**config.mk**
```make
export PLATFORM = sky130hd
export DESIGN_NAME = mon_regs
export DESIGN_NICKNAME = d
export VERILOG_FILES = /design/src/mon_regs_pkg.sv /design/src/pair_decode.sv /design/src/pwm_gen.sv /design/src/mon_regs.sv
export SDC_FILE = /design/constraint.sdc
export NUM_CORES = 1
export LEC_CHECK = 0
export ABC_AREA = 0
export ABC_CLOCK_PERIOD_IN_PS = 4200
export BUFFER_PORTS_ARGS = -buffer_cell sky130_fd_sc_hd__buf_2
export CAP_MARGIN = 40
export CORE_ASPECT_RATIO = 0.75
export CORE_MARGIN = 2
export CORE_UTILIZATION = 53
export CTS_BUF_LIST = sky130_fd_sc_hd__clkbuf_4 sky130_fd_sc_hd__clkbuf_8 sky130_fd_sc_hd__clkbuf_16
export DETAILED_ROUTE_END_ITERATION = 8
export PLACE_DENSITY = 0.9
export SLEW_MARGIN = 20
export SYNTH_ARGS = -nofsm -noshare
export SYNTH_HDL_FRONTEND = slang
export SYNTH_SLANG_ARGS = --single-unit
```
**constraint.sdc**
```tcl
create_clock -name clk_sys -period 4.2 [get_ports clk_sys]
set_clock_uncertainty 0.1 [all_clocks]
set_input_delay 0.84 -clock clk_sys [delete_from_list [all_inputs] [get_ports clk_sys]]
set_output_delay 0.84 -clock clk_sys [all_outputs]
set_load 0.03 [all_outputs]
```
**src/mon_regs_pkg.sv**
```systemverilog
package mon_regs_pkg;

   // ------------------------------------------------------------
   // Register map
   // ------------------------------------------------------------
   localparam logic [4:0] ADDR_RESULT_READY  = 5'h00;
   localparam logic [4:0] ADDR_CHANNEL_STATE = 5'h01;
   localparam logic [4:0] ADDR_PAIRS_ONE_TWO = 5'h06;
   localparam logic [4:0] ADDR_PAIRS_3_4     = 5'h07;
   localparam logic [4:0] ADDR_PWM_DIE       = 5'h08;
   localparam logic [4:0] ADDR_RESULT_FIRST  = 5'h0A;
   localparam logic [4:0] ADDR_RESULT_LAST   = 5'h1D;
   localparam logic [7:0] REG_RESET          = 8'h00;
   localparam int         ADDR_USED_BITS     = 5;

   // ------------------------------------------------------------
   // Field positions
   // ------------------------------------------------------------
   localparam int CH_PAIR_EN_LSB = 4;
   localparam int CH_DIE_EN      = 3;
   localparam int CH_BUSY        = 2;
   localparam int CH_DIE_TEMP_NEW = 1;
   localparam int CH_SUPPLY_NEW  = 0;
   localparam int PC_UPPER_BASE  = 4;
   localparam int PC_FILT        = 3;
   localparam int PC_KELVIN      = 2;
   localparam int PC_TEMP        = 1;
   localparam int PC_DIFF        = 0;
   localparam int PW_THR_LSB     = 7;
   localparam int PW_INVERT      = 6;
   localparam int PW_ENABLE      = 5;
   localparam int PW_REPEAT      = 4;
   localparam int PW_DIE_FILT    = 3;
   localparam int PW_DIE_KELVIN  = 2;
   localparam logic [7:0] PW_WRITE_MASK  = 8'hFC;
   localparam logic [7:0] CH_WRITE_MASK  = 8'hF8;

   // ------------------------------------------------------------
   // PWM
   // ------------------------------------------------------------
   localparam logic [8:0] PWM_PERIOD_MAX = 9'h1FF;

   typedef enum logic [1:0] {
      MODE_SINGLE = 2'b00,
      MODE_DIFF   = 2'b01,
      MODE_TEMP   = 2'b10
   } pair_mode_e;

   typedef struct packed {
      logic       filter_en;
      logic       kelvin;
      pair_mode_e mode;
   } pair_cfg_s;

   typedef struct packed {
      logic       wr;
      logic       rd;
      logic [7:0] addr;
      logic [7:0] wdata;
   } host_req_s;

endpackage

```
**src/pair_decode.sv**
```systemverilog
`timescale 1ns/1ps
module pair_decode (
   // Raw nibble of a pair-control register
   input  wire logic [3:0]              nibble,
   // Decoded configuration
   output      mon_regs_pkg::pair_cfg_s cfg
);

   always_comb begin
      cfg.filter_en = nibble[mon_regs_pkg::PC_FILT];
      cfg.kelvin    = nibble[mon_regs_pkg::PC_KELVIN];
      if (nibble[mon_regs_pkg::PC_TEMP]) begin
         cfg.mode = mon_regs_pkg::MODE_TEMP;
      end else if (nibble[mon_regs_pkg::PC_DIFF]) begin
         cfg.mode = mon_regs_pkg::MODE_DIFF;
      end else begin
         cfg.mode = mon_regs_pkg::MODE_SINGLE;
      end
   end

endmodule

```
**src/pwm_gen.sv**
```systemverilog
`timescale 1ns/1ps
module pwm_gen (
   // Clock and reset
   input  wire logic       clk_sys,
   input  wire logic       rst,
   // Control
   input  wire logic       enable,
   input  wire logic       invert,
   input  wire logic [8:0] threshold,
   input  wire logic [8:0] temp_level,
   // Pin
   output      logic       pwm_out
);

   logic [8:0] cnt_ff;
   logic [8:0] nxt_cnt;
   logic       pwm_ff;
   logic       nxt_pwm;
   logic       raw;

   always_comb begin
      nxt_cnt = (cnt_ff == mon_regs_pkg::PWM_PERIOD_MAX) ? 9'h000 : cnt_ff + 9'h001;
      // Duty grows with temperature above the threshold
      raw = enable && (temp_level > threshold) &&
            (cnt_ff < (temp_level - threshold));
      nxt_pwm = raw ^ invert;
   end

   always_ff @(posedge clk_sys) begin
      if (rst) begin
         cnt_ff <= 9'h000;
         pwm_ff <= 1'b0;
      end else begin
         cnt_ff <= nxt_cnt;
         pwm_ff <= nxt_pwm;
      end
   end

   assign pwm_out = pwm_ff;

endmodule

```
**src/mon_regs.sv**
```systemverilog
`timescale 1ns/1ps
// Overview of operation
// - Register address decode uses only the low five address bits.
// - Any write to the channel-enable register starts a conversion.
// - Every register clears to zero at reset.
// - Low status holds one new-data flag per input result, bit n input n+1.
// - Channel-enable bits 4..7 enable input pairs one through four.
// - Channel-enable bit 3 enables die temperature and supply measurement.
// - Channel-enable bit 2 reads one while converting.
// - Bits 1 and 0 flag new die temperature and supply data.
// - Pair-control bits 3 and 7 enable filtering per pair.
// - Pair-control bits 2 and 6 select Kelvin or Celsius per pair.
// - Pair-control bits 1 and 5 select remote-diode temperature.
// - Pair-control bits 0 and 4 select differential or single-ended.
// - PWM control bit 7 holds threshold least significant bit.
// - PWM control bit 6 inverts the PWM output.
// - Noninverted PWM duty rises with temperature.
// - PWM control bit 5 enables the PWM output.
// - PWM control bit 4 selects repeated rather than single-shot acquisition.
// - PWM control bits 3 and 2 set die filter and Kelvin.
// - Result flag sets on new result, clears when its MSB byte register (even address) is addressed.
// - In repeated mode busy stays high after the first trigger.
// - Disabled PWM pin rests low, or high when inverted.
module mon_regs (
   // Clock and reset
   input  wire logic                      clk_sys,
   input  wire logic                      rst,
   // Host register access
   input  wire mon_regs_pkg::host_req_s   host_req,
   output      logic [7:0]                rdata,
   // Conversion engine
   input  wire logic [7:0]                result_written,
   input  wire logic                      die_temp_written,
   input  wire logic                      supply_written,
   input  wire logic                      conv_done,
   input  wire logic [8:0]                pwm_temp_level,
   input  wire logic [7:0]                pwm_thr_msb,
   output      logic                      conv_start,
   output      logic                      conv_busy,
   output      logic                      repeat_mode,
   output      logic [3:0]                pair_enable,
   output      logic                      die_enable,
   output      logic                      die_filter_en,
   output      logic                      die_kelvin,
   output      mon_regs_pkg::pair_cfg_s   pair_cfg [4],
   // PWM pin
   output      logic                      pwm_out
);

   // ------------------------------------------------------------
   // State
   // ------------------------------------------------------------
   logic [7:0] ready_ff,    nxt_ready;
   logic [7:0] chan_ff,     nxt_chan;
   logic [7:0] pcfg_a_ff,   nxt_pcfg_a;
   logic [7:0] pcfg_b_ff,   nxt_pcfg_b;
   logic [7:0] pwmc_ff,     nxt_pwmc;
   logic       die_new_ff,  nxt_die_new;
   logic       sup_new_ff,  nxt_sup_new;
   logic       busy_ff,     nxt_busy;
   logic       start_ff,    nxt_start;
   logic [7:0] rdata_ff,    nxt_rdata;
   logic [4:0] addr;
   logic       wr_chan;
   logic [7:0] clr_ready;
   logic       clr_die;
   logic       clr_sup;

   function automatic logic [2:0] result_index(input logic [4:0] a);
      logic [4:0] off;
      off = a - mon_regs_pkg::ADDR_RESULT_FIRST;
      result_index = off[3:1];
   endfunction

   // ------------------------------------------------------------
   // Decode
   // ------------------------------------------------------------
   always_comb begin
      addr      = host_req.addr[mon_regs_pkg::ADDR_USED_BITS-1:0];
      wr_chan   = host_req.wr && (addr == mon_regs_pkg::ADDR_CHANNEL_STATE);
      clr_ready = 8'h00;
      clr_die   = 1'b0;
      clr_sup   = 1'b0;
      // Addressing a result register (MSB byte) clears its flag
      if ((host_req.rd || host_req.wr) && addr >= mon_regs_pkg::ADDR_RESULT_FIRST
          && addr <= 5'h19 && !addr[0]) begin
         clr_ready[result_index(addr)] = 1'b1;
      end
      if ((host_req.rd || host_req.wr) && addr == 5'h1A) begin
         clr_die = 1'b1;
      end
      if ((host_req.rd || host_req.wr) && addr == 5'h1C) begin
         clr_sup = 1'b1;
      end
   end

   // ------------------------------------------------------------
   // Next state
   // ------------------------------------------------------------
   always_comb begin
      nxt_ready   = (ready_ff & ~clr_ready) | result_written;
      nxt_die_new = (die_new_ff & ~clr_die) | die_temp_written;
      nxt_sup_new = (sup_new_ff & ~clr_sup) | supply_written;
      nxt_chan    = chan_ff;
      nxt_pcfg_a  = pcfg_a_ff;
      nxt_pcfg_b  = pcfg_b_ff;
      nxt_pwmc    = pwmc_ff;
      nxt_start   = wr_chan;
      if (host_req.wr) begin
         unique case (addr)
            mon_regs_pkg::ADDR_CHANNEL_STATE:
               nxt_chan = host_req.wdata & mon_regs_pkg::CH_WRITE_MASK;
            mon_regs_pkg::ADDR_PAIRS_ONE_TWO:
               nxt_pcfg_a = host_req.wdata;
            mon_regs_pkg::ADDR_PAIRS_3_4:
               nxt_pcfg_b = host_req.wdata;
            mon_regs_pkg::ADDR_PWM_DIE:
               nxt_pwmc = host_req.wdata & mon_regs_pkg::PW_WRITE_MASK;
            default: begin
               nxt_chan = chan_ff;
            end
         endcase
      end
      // Busy: set on trigger, held in repeated mode, dropped at end of single shot
      nxt_busy = busy_ff;
      if (wr_chan) begin
         nxt_busy = 1'b1;
      end else if (conv_done && !pwmc_ff[mon_regs_pkg::PW_REPEAT]) begin
         nxt_busy = 1'b0;
      end
      unique case (addr)
         mon_regs_pkg::ADDR_RESULT_READY:  nxt_rdata = ready_ff;
         mon_regs_pkg::ADDR_CHANNEL_STATE: nxt_rdata = {chan_ff[7:3], busy_ff,
                                                        die_new_ff, sup_new_ff};
         mon_regs_pkg::ADDR_PAIRS_ONE_TWO: nxt_rdata = pcfg_a_ff;
         mon_regs_pkg::ADDR_PAIRS_3_4:     nxt_rdata = pcfg_b_ff;
         mon_regs_pkg::ADDR_PWM_DIE:       nxt_rdata = pwmc_ff;
         default:                          nxt_rdata = 8'h00;
      endcase
      if (!host_req.rd) begin
         nxt_rdata = rdata_ff;
      end
   end

   // ------------------------------------------------------------
   // Registers
   // ------------------------------------------------------------
   always_ff @(posedge clk_sys) begin
      if (rst) begin
         ready_ff   <= mon_regs_pkg::REG_RESET;
         chan_ff    <= mon_regs_pkg::REG_RESET;
         pcfg_a_ff  <= mon_regs_pkg::REG_RESET;
         pcfg_b_ff  <= mon_regs_pkg::REG_RESET;
         pwmc_ff    <= mon_regs_pkg::REG_RESET;
         rdata_ff   <= mon_regs_pkg::REG_RESET;
         die_new_ff <= 1'b0;
         sup_new_ff <= 1'b0;
         busy_ff    <= 1'b0;
         start_ff   <= 1'b0;
      end else begin
         ready_ff   <= nxt_ready;
         chan_ff    <= nxt_chan;
         pcfg_a_ff  <= nxt_pcfg_a;
         pcfg_b_ff  <= nxt_pcfg_b;
         pwmc_ff    <= nxt_pwmc;
         rdata_ff   <= nxt_rdata;
         die_new_ff <= nxt_die_new;
         sup_new_ff <= nxt_sup_new;
         busy_ff    <= nxt_busy;
         start_ff   <= nxt_start;
      end
   end

   // ------------------------------------------------------------
   // Outputs
   // ------------------------------------------------------------
   assign rdata         = rdata_ff;
   assign conv_start    = start_ff;
   assign conv_busy     = busy_ff;
   assign repeat_mode   = pwmc_ff[mon_regs_pkg::PW_REPEAT];
   assign pair_enable   = chan_ff[7:mon_regs_pkg::CH_PAIR_EN_LSB];
   assign die_enable    = chan_ff[mon_regs_pkg::CH_DIE_EN];
   assign die_filter_en = pwmc_ff[mon_regs_pkg::PW_DIE_FILT];
   assign die_kelvin    = pwmc_ff[mon_regs_pkg::PW_DIE_KELVIN];

   pair_decode u_pair0 (.nibble(pcfg_a_ff[3:0]), .cfg(pair_cfg[0]));
   pair_decode u_pair1 (.nibble(pcfg_a_ff[7:4]), .cfg(pair_cfg[1]));
   pair_decode u_pair2 (.nibble(pcfg_b_ff[3:0]), .cfg(pair_cfg[2]));
   pair_decode u_pair3 (.nibble(pcfg_b_ff[7:4]), .cfg(pair_cfg[3]));

   pwm_gen u_pwm (
      .clk_sys    (clk_sys),
      .rst        (rst),
      .enable     (pwmc_ff[mon_regs_pkg::PW_ENABLE]),
      .invert     (pwmc_ff[mon_regs_pkg::PW_INVERT]),
      .threshold  ({pwm_thr_msb, pwmc_ff[mon_regs_pkg::PW_THR_LSB]}),
      .temp_level (pwm_temp_level),
      .pwm_out    (pwm_out)
   );
endmodule

```
==> reports/results.txt, run 1 <==
Outcome = completed
Setup TNS = 0 ns
Hold buffers post-CTS = 0
CP Capture Type = flip-flop
Largest net degree at the start of global routing = 50
Post-Syn Instances = 380
Endpoints failing hold = 0
Worst slew margin = 0.578
Max cap viols = 0
Met1 Track Usage GR = 0.331
Register area share after synthesis = 0.367
Post-synthesis register bit count = 57
Buffers & Inverters on Critical Path = 2
Clock root cell = clkbuf_8
Fmax = 287 MHz
Post-synthesis cell area = 3110 um2
Rows = 24
Total CTS buffers = 9
Setup violators final = 0
Switching Fraction = 0.268
Grt met2 use = 0.397
Synth warn = 0
Top cell type's share of synthesized area = 0.367
CP Max Fanout = 3
H-tree levels = 3
Ys async rst share = 0
Layout cell share with drive strength beyond 1 = 0.230
Crit path launch type = input port
Combinational share of power = 0.137
Cell family with most CP delay = compound AO/OA/AOI/OAI gates
Worst skew pair latency = 0.34 ns
Kind of critical path = in2reg
Period utilisation layout = 0.830
Initial antenna violation count = 0
Psw = 0.352 mW
RD Place Congestion = 0.903
Ant diodes = 0
I/O pins = 83
Critical Path RT = 4.34 ns
Worst path max stage delay = 0.41 ns
Worst Slack Setup Final = 0.715 ns
Chip height = 70.3 um
CTS tree = done
Mapped Nets = 450
Via count = 3,036
Post-synth cell types = 46
Port Buffer Count = 79
Clock sinks = 57
Pwr dens = 359 nW/um2
Total length of routed wires = 7.93 mm
Congestion Overflow GR = 0
Worst-case clock buffer depth = 2
Worst Path Arrival = 3.63 ns
Clock transition at path regs = 0.07 ns
Worst-case vdd ir drop = 219 uV
Commonest non-fill, non-tap cells in the layout = buf_2, dfxtp_1, a21oi_1
Synth top area cells = dfxtp_1, ha_1, a21oi_1
Full die area = 6490 um2
Setup bufs post-CTS = 0
Wire per inst = 15.1 um
Via-per-instance ratio = 5.78
Slew @ Worst Pin = 0.632 ns
Final Max Tran Viols = 0
Pre-CTS WS = 0.380 ns
Post-cts resize count = 0
Critical Path Slowest Stage Cell = fa_1
CP cell instances = buf_2, inv_1, ha_1, fa_1, nor2b_1, o21a_1, o21ai_1, o21ai_0, a21oi_1, xor2_1, ha_1, and4_1, a21oi_1, o211ai_1, o31a_1, o21ba_1
DR iter-0 viols = 251
Pint = 0.960 mW
Static Leak = 1.60 nW
Drt pass-1 iters = 6
Global-route wire length before repair = 12.9 mm
Main synth FF type = dfxtp_1
Drt drc = 0
Met3 usage = 0.0874
Mapped Avg Cell Area = 8.17 um2
CORE AREA = 5740 um2
RSZ-0062 raised after global routing = no
Hold crit path type = reg2reg
Die extent in x = 92.4 um
Area leader, netlist = dfxtp_1
Antenna Nets Post-Route = 0
Initial Util = 0.541
Nets = 512
EDFF count, synth = 0
Worst hold slack = 0.375 ns
Vias in the first global route = 2,787
Filler cell count in the final layout = 491
GRT busiest layer = met2
GRT Total Usage = 0.251
Area delta synth->final = 17.6%
Crit path time final = 3.48 ns
Seq pwr share = 0.432
Clock Power Share = 0.432
Post-DP HPWL = 5.82 mm
Commonest non-fill, non-tap cell in the layout = buf_2
metrics by stage:
step	cells	util	cell area, um2	total power, mW
after floorplan	380	-	3110	0.693
after global placement	508	0.595	3410	0.743
after detailed placement	508	0.595	3410	0.751
after CTS	524	0.633	3630	1.31
after global routing	525	0.637	3650	1.37
final	525	0.637	3650	1.31
synth_stat cells (all sizes together) (7+ instances only):
| cell | count |
|---|---|
| ha | 21 |
| nor2 | 39 |
| nand3 | 34 |
| clkbuf | 10 |
| a22oi | 8 |
| o21ai | 11 |
| a21oi | 45 |
| xor2 | 8 |
| inv | 16 |
| nor2b | 7 |
| dfxtp | 57 |
| buf | 19 |
| nand2 | 45 |
| a211oi | 8 |
final cells by class:
type | count | area (um2) | area share
clock buffer | 9 | 124 | 0.0339
timing repair buffer | 80 | 415 | 0.114
sequential | 57 | 1140 | 0.312
inverter | 16 | 60.1 | 0.0164
tap | 78 | 97.6 | 0.0267
clock inverter | 7 | 93.8 | 0.0257
multi-input combinational | 278 | 1720 | 0.471
power groups by stage:
stage	sequential (mW)	clock, mW	combinational, mW
floorplan	0.582	0	0.111
global placement	0.577	0	0.166
detailed placement	0.578	0	0.173
CTS	0.566	0.574	0.175
global route	0.567	0.599	0.201
finish	0.566	0.566	0.179
cells by family after synthesis:
family | after synthesis | synth area share
flops | 57 | 0.367
compound gates | 99 | 0.204
simple gates | 145 | 0.225
fa+ha+maj | 22 | 0.0911
xor+xnor | 12 | 0.0338
buf+inv | 45 | 0.0786
registers in the layout, summed over array words and instances (netlist names):
signal	cells
conv_busy	1
die_new_ff	1
sup_new_ff	1
u_pwm.pwm_out	1
pcfg_a_ff	8
pwmc_ff	6
chan_ff	5
u_pwm.cnt_ff	9
rdata	8
ready_ff	8
conv_start	1
pcfg_b_ff	8
worst paths after layout:
kind | end | slack (ns) | depth (start not counted) | startpoint
setup reg to reg | u_pwm.pwm_out | 0.98 | 14 | pwmc_ff[7]
hold reg to reg | u_pwm.cnt_ff[0] | 0.38 | 1 | u_pwm.cnt_ff[0]
setup / recovery | u_pwm.pwm_out | 0.72 | 16 | pwm_temp_level[0]
hold / removal | u_pwm.cnt_ff[0] | 0.38 | 1 | u_pwm.cnt_ff[0]
per-layer routing:
metal | up-vias | part of all wire
met2 | 169 | 0.46
met4 | 0 | 0.012
met3 | 16 | 0.11
met1 | 1391 | 0.42
met5 | - | 0
li1 | 1460 | -
Power figures use the tool's default switching activity.
==> inputs of run 2 (changes only) <==
Settings changed: ABC_AREA 0 to 1, ABC_CLOCK_PERIOD_IN_PS 4200 to 3250.
Clock period 4.2 ns to 3.25 ns, I/O delays scaled along.
==> run 2 against run 1 <==
  * Synthesized area up 4.0%
  * First-iteration DRC count up 1.2%
  * Sequential cell count unchanged
  * Highest routed layer unchanged
==> reports/results.txt, run 2 <==
Buffers & Inverters on Critical Path = 4 (+2)
RD Place Congestion = 0.921 (+2.0%)
Rows = 24 (unchanged)
Endpoints failing hold = 0 (unchanged)
Clock transition at path regs = 0.07 ns (about the same)
Pint = 1.20 mW (+25%)
CP Capture Type = flip-flop
Worst Path Arrival = 3.02 ns (-0.61 ns)
H-tree levels = 3 (unchanged)
Setup violators final = 0 (unchanged)
Total CTS buffers = 9 (unchanged)
Outcome = completed
Critical Path RT = 3.37 ns (-0.97 ns)
Drt pass-1 iters = 6 (unchanged)
Global-route wire length before repair = 13.2 mm (+2.6%)
Non-filler cells, final = 608 (+16%)
Fmax = 345 MHz
Register area share after synthesis = 0.353 (-0.0141)
RSZ-0062 raised after global routing = no
EDFF count, synth = 0 (unchanged)
Total length of routed wires = 7.94 mm (+0.10%)
Port Buffer Count = 79 (unchanged)
Met2 WL post-DR = 3.54 mm (-2.8%)
Die extent in x = 94.1 um (+1.9%)
Most frequent cell after synthesis = inv_1
Drt drc = 0 (unchanged)
Combinational share of power = 0.159 (+0.022)
CP cell instances = buf_2, inv_1, ha_1, fa_1, o21ai_0, buf_4, a31oi_1, xor2_1, ha_1, a21o_1, inv_1, nand2_1, nand2_1, a21oi_1, nor2_1
Post-cts resize count = 0 (unchanged)
Hold path endpoint = pwmc_ff[3]
Synth warn = 0 (unchanged)
Antenna Nets Post-Route = 0 (unchanged)
Initial antenna violation count = 0 (unchanged)
Worst-case vdd ir drop = 280 uV (+28%)
Worst skew pair latency = 0.33 ns (about the same)
WHS Path Cells = 2 (+1)
Full die area = 6740 um2 (+3.8%)
GRT Total Usage = 0.250 (-0.00115)
Largest net degree at the start of global routing = 35 (-30%)
Congestion Overflow GR = 0 (unchanged)
DR iter-0 viols = 254 (+1.2%)
CP Max Fanout = 3 (unchanged)
M1 wire length = 3.50 mm (+5.1%)
Wire per inst = 13.1 um (-14%)
CTS tree = done
Initial Util = 0.551 (+0.0100)
Pwr dens = 438 nW/um2 (+22%)
I/O pins = 83 (unchanged)
Reg-to-Reg End = u_pwm.pwm_out
Mapped Nets = 526 (+17%)
Leading cell types by count after synthesis = inv_1, nor2_1, nand2_1
Ant diodes = 0 (unchanged)
Switching Fraction = 0.275 (+0.00700)
Hold_sp = pwmc_ff[3]
Final Max Tran Viols = 0 (unchanged)
Internal reg-to-reg setup slack = 0.45 ns (-0.53 ns)
Critical R2R Launch = pwmc_ff[7]
R2R cell count = 13 (-1)
Setup TNS = 0 ns (unchanged)
Post-DP HPWL = 6.11 mm (+5.1%)
Clock root cell = clkbuf_8
Crit path time final = 2.90 ns
Nets = 595 (+16%)
Crit path launch type = input port
Chip height = 71.6 um (+1.9%)
Area delta synth->final = 16.9%
Via-per-instance ratio = 5.24 (-9.5%)
Static Leak = 1.88 nW (+17%)
Met3 WL = 700 um (-19%)
Post-synth cell types = 33 (-28%)
Commonest non-fill, non-tap cell in the layout = buf_2
Layout cell share with drive strength beyond 1 = 0.211 (-0.0191)
Hold buffers post-CTS = 0 (unchanged)
Post-synthesis register bit count = 57 (unchanged)
Clock sinks = 57 (unchanged)
Seq pwr share = 0.443 (+0.011)
Worst hold slack = 0.369 ns (-0.00570 ns)
Max reg flops = 9 (unchanged)
Area leader, netlist = dfxtp_1
Clock Power Share = 0.398 (-0.034)
Slew @ Worst Pin = 0.837 ns (+0.206 ns)
Kind of critical path = in2reg
Post-Syn Instances = 456 (+20%)
Synth top area cells = dfxtp_1, inv_1, a21oi_1
Via count = 3,183 (+4.8%)
Max cap viols = 0 (unchanged)
Worst Slack Setup Final = 0.353 ns (-0.362 ns)
Vias in the first global route = 2,910 (+4.4%)
Largest Register = u_pwm.cnt_ff
Worst-case clock buffer depth = 2 (unchanged)
Worst path max stage delay = 0.42 ns (about the same)
Main synth FF type = dfxtp_1
Worst slew margin = 0.441 (-0.136)
Commonest non-fill, non-tap cells in the layout = buf_2, inv_1, nor2_1
Pre-CTS WS = 0.138 ns (-0.242 ns)
Cell family with most CP delay = adder cells
Critical Path Slowest Stage Cell = fa_1
Top cell type's share of synthesized area = 0.353 (-0.0141)
CORE AREA = 5860 um2 (+2.1%)
Core Util, Final = 0.644 (+0.00766)
Psw = 0.455 mW (+29%)
Post-synthesis cell area = 3230 um2 (+4.0%)
Period utilisation layout = 0.891
Setup bufs post-CTS = 0 (unchanged)
Ys async rst share = 0 (unchanged)
Top sig layer = met4
Hold crit path type = reg2reg
DP Cell Count = 592 (+17%)
Mapped Avg Cell Area = 7.08 um2 (-13%)
[run 2: cell types whose count changed in the layout (fill, tap and decap cells not counted), sizes merged, moves of 6 or more]
cell / delta
inv: +62
nor2: +31
o21ai: +29
nand3: -26
nand2: +19
a211oi: -8
a21oi: +8
a22oi: -8
o22ai: +8
nor2b: -7
a222oi: -6
a311oi: -6
[run 2: worst register-to-register path, stage by stage (launching register included)]
cell	delay, ns
dfxtp_1	0.33
ha_1	0.22
fa_1	0.42
o21ai_0	0.23
buf_4	0.17
a31oi_1	0.10
xor2_1	0.18
ha_1	0.31
a21o_1	0.12
inv_1	0.05
nand2_1	0.08
nand2_1	0.07
a21oi_1	0.21
nor2_1	0.09
[run 2: worst max path at each step]
stage / startpoint / to / slack [ns] / cells after the start
after floorplan: pwm_temp_level[0] / u_pwm.pwm_out / 0.38 / 16
after global placement: pwm_temp_level[0] / u_pwm.pwm_out / 0.21 / 18
after detailed placement: pwm_temp_level[0] / u_pwm.pwm_out / 0.14 / 18
after CTS: pwm_temp_level[0] / u_pwm.pwm_out / 0.43 / 18
after global routing: pwm_temp_level[0] / u_pwm.pwm_out / 0.18 / 18
final: pwm_temp_level[0] / u_pwm.pwm_out / 0.35 / 15
[run 2: cell type report]
cell class                      instances  area [um2]
Fill cell                             520        2080
Multi-Input combinational cell        298        1640
Sequential cell                        57        1140
Timing Repair Buffer                   80         403
Inverter                               79         297
Clock buffer                           11         145
Tap cell                               78        97.6
Clock inverter                          5        55.1
[run 2: power by group through the flow]
| stage | Combinational (mW) | Clock [mW] | Sequential, mW |
|---|---|---|---|
| final | 0.262 | 0.658 | 0.732 |
| after global routing | 0.297 | 0.705 | 0.733 |
| after CTS | 0.259 | 0.670 | 0.731 |
| after detailed placement | 0.257 | 0 | 0.747 |
| after global placement | 0.248 | 0 | 0.746 |
| after floorplan | 0.169 | 0 | 0.755 |
[run 2: metrics by stage]
stage                     cell area (um2)  power, mW
after global routing                 3770       1.74
final                                3770       1.65
after CTS                            3770       1.66
after detailed placement             3570       1.00
after floorplan                      3230      0.924
after global placement               3570      0.994
[run 2: logic make-up after synthesis]
logic type / after synthesis / share of synthesized area
XOR/XNOR: 8 / 0.0217
AO/OA/AOI/OAI: 112 / 0.186
buffers and inverters: 101 / 0.140
flip-flops: 57 / 0.353
AND/OR/NAND/NOR: 156 / 0.211
adder cells (fa/ha/maj): 22 / 0.0876
[run 2: per-layer routing]
layer  up-vias  global-route usage
met5         -                   0
met1      1420               0.336
met3        22              0.0463
li1       1593                   -
met2       148               0.396
met4         0               0.111
==> inputs of run 3 (changes only) <==
Settings changed: PLACE_DENSITY 0.9 to 0.82.
==> run 3 against run 2 <==
  * Design area rose by 0.20%
  * Clock-buffer cell count increased by 1
  * Clock power rose by 5.0%
  * Die area unchanged
  * Critical path type unchanged
  * Critical path depth is 2 higher
==> reports/results.txt, run 3 (synthesized netlist as in run 2, its figures left out) <==
Psw = 0.450 mW (-1.1%)
Outcome = completed
Drt pass-1 iters = 5 (-1)
Layout cell share with drive strength beyond 1 = 0.210 (-0.00149)
Pint = 1.23 mW (+2.7%)
Worst path max stage delay = 0.42 ns (about the same)
Total CTS buffers = 9 (unchanged)
Final Max Tran Viols = 0 (unchanged)
Static Leak = 1.88 nW (about the same)
Worst slew margin = 0.477 (+0.0363)
Seq pwr share = 0.436 (-0.007)
Initial Util = 0.551 (unchanged)
Via-per-instance ratio = 5.17 (-1.3%)
Endpoints failing hold = 0 (unchanged)
Hold buffers post-CTS = 0 (unchanged)
Switching Fraction = 0.268 (-0.00741)
Setup bufs post-CTS = 0 (unchanged)
Wire per inst = 12.7 um (-3.0%)
Setup TNS = 0 ns (unchanged)
Clock transition at path regs = 0.07 ns (about the same)
Largest Register = u_pwm.cnt_ff
Worst-case clock buffer depth = 2 (unchanged)
Buffers & Inverters on Critical Path = 3 (-1)
Crit path time final = 2.87 ns (-0.0276 ns)
Worst Path Arrival = 2.99 ns (-0.03 ns)
Cell family with most CP delay = adder cells
Die extent in x = 94.1 um (unchanged)
I/O pins = 83 (unchanged)
Internal reg-to-reg setup slack = 0.49 ns (+0.04 ns)
Critical Path Slowest Stage Cell = fa_1
Post-DP HPWL = 5.99 mm (-2.1%)
Global-route wire length before repair = 12.6 mm (-5.2%)
Kind of critical path = in2reg
CP Max Fanout = 3 (unchanged)
CP cell instances = buf_2, inv_1, ha_1, fa_1, o21ai_0, a21oi_1, o21ai_0, xor2_1, ha_1, nand2_1, nand2_1, a21oi_1, nand2_1, inv_1, nand3_1, nand2_1, nor2_1
Rows = 24 (unchanged)
Antenna Nets Post-Route = 0 (unchanged)
Worst hold slack = 0.369 ns (-0.000426 ns)
Setup violators final = 0 (unchanged)
Commonest non-fill, non-tap cells in the layout = buf_2, inv_1, nor2_1
Via count = 3,138 (-1.4%)
Combinational share of power = 0.153 (-0.006)
Vias in the first global route = 2,867 (-1.5%)
Critical Path RT = 3.37 ns (about the same)
Worst skew pair latency = 0.33 ns (about the same)
Final Power = 1.68 mW (+1.7%)
Area delta synth->final = 17.1%
Core Util, Final = 0.646 (+0.00128)
Initial antenna violation count = 0 (unchanged)
Most used cell, CP = nand2_1
CORE AREA = 5860 um2 (unchanged)
Clock root cell = clkbuf_8
CTS tree = done
Period utilisation layout = 0.883 (-0.00851)
Total length of routed wires = 7.69 mm (-3.2%)
Full die area = 6740 um2 (unchanged)
DR iter-0 viols = 255 (+0.39%)
Hold crit path type = reg2reg
Congestion Overflow GR = 0 (unchanged)
RD Place Congestion = 0.894 (-3.0%)
Drt drc = 0 (unchanged)
Pwr dens = 444 nW/um2 (+1.5%)
Non-filler cells, final = 607 (-0.16%)
Clock Power Share = 0.411 (+0.013)
Crit path launch type = input port
Worst-case vdd ir drop = 347 uV (+24%)
DP Cell Count = 591 (-0.17%)
CP Capture Type = flip-flop
Nets = 594 (-0.17%)
Largest net degree at the start of global routing = 35 (unchanged)
Port Buffer Count = 79 (unchanged)
Max reg flops = 9 (unchanged)
H-tree levels = 3 (unchanged)
Fmax = 349 MHz (+0.96%)
GRT Total Usage = 0.239 (-0.0109)
Chip height = 71.6 um (unchanged)
Post-cts resize count = 0 (unchanged)
Ant diodes = 0 (unchanged)
Max cap viols = 0 (unchanged)
Slew @ Worst Pin = 0.783 ns (-0.0543 ns)
Commonest non-fill, non-tap cell in the layout = buf_2
RSZ-0062 raised after global routing = no
Clock sinks = 57 (unchanged)
## run 3: worst paths after layout
path / endpoint / from / cells past startpoint
max reg2reg: u_pwm.pwm_out / pwmc_ff[7] / 15
min: rdata[1] / rdata[1] / 2
max: u_pwm.pwm_out / pwm_temp_level[0] / 17
min reg2reg: rdata[1] / rdata[1] / 2
## run 3: stage by stage
stage,cell area (um2),setup WS (ns)
3_3_place_gp,3570,0.106
2_1_floorplan,3230,0.384
4_1_cts,3780,0.364
6_report,3780,0.381
3_5_place_dp,3570,0.0293
5_1_grt,3780,0.153
## run 3: layout make-up
class	count	area, um2
fillers	520	2070
repair buffers	79	395
clock inverters	4	50.0
well taps	78	97.6
multi-input cells	298	1640
inverters	79	297
flip-flops and latches	57	1140
clock buffers	12	165
## run 3: per-layer routing
| layer | track usage | share of wire | vias up | routed length, um |
|---|---|---|---|---|
| met5 | 0 | 0 | - | 0 |
| met4 | 0.0773 | 0.0079 | 0 | 61 |
| met3 | 0.0589 | 0.072 | 14 | 557 |
| met2 | 0.383 | 0.45 | 120 | 3450 |
| met1 | 0.321 | 0.47 | 1408 | 3630 |
| li1 | - | - | 1596 | - |
## run 3: power by group through the flow
stage                     Sequential (mW)  Clock (mW)  Combinational [mW]
after global routing                0.733       0.732               0.291
after CTS                           0.731       0.700               0.255
after detailed placement            0.747           0               0.252
after global placement              0.746           0               0.245
final                               0.732       0.691               0.257
after floorplan                     0.755           0               0.169
## run 3: worst register-to-register path, stage by stage, from the launching register on
cell and delay [ns]:
dfxtp_1 0.32, ha_1 0.22, fa_1 0.42, o21ai_0 0.38
a21oi_1 0.11, o21ai_0 0.11, xor2_1 0.19, ha_1 0.27
nand2_1 0.07, nand2_1 0.05, a21oi_1 0.11, nand2_1 0.07
inv_1 0.07, nand3_1 0.08, nand2_1 0.06, nor2_1 0.05
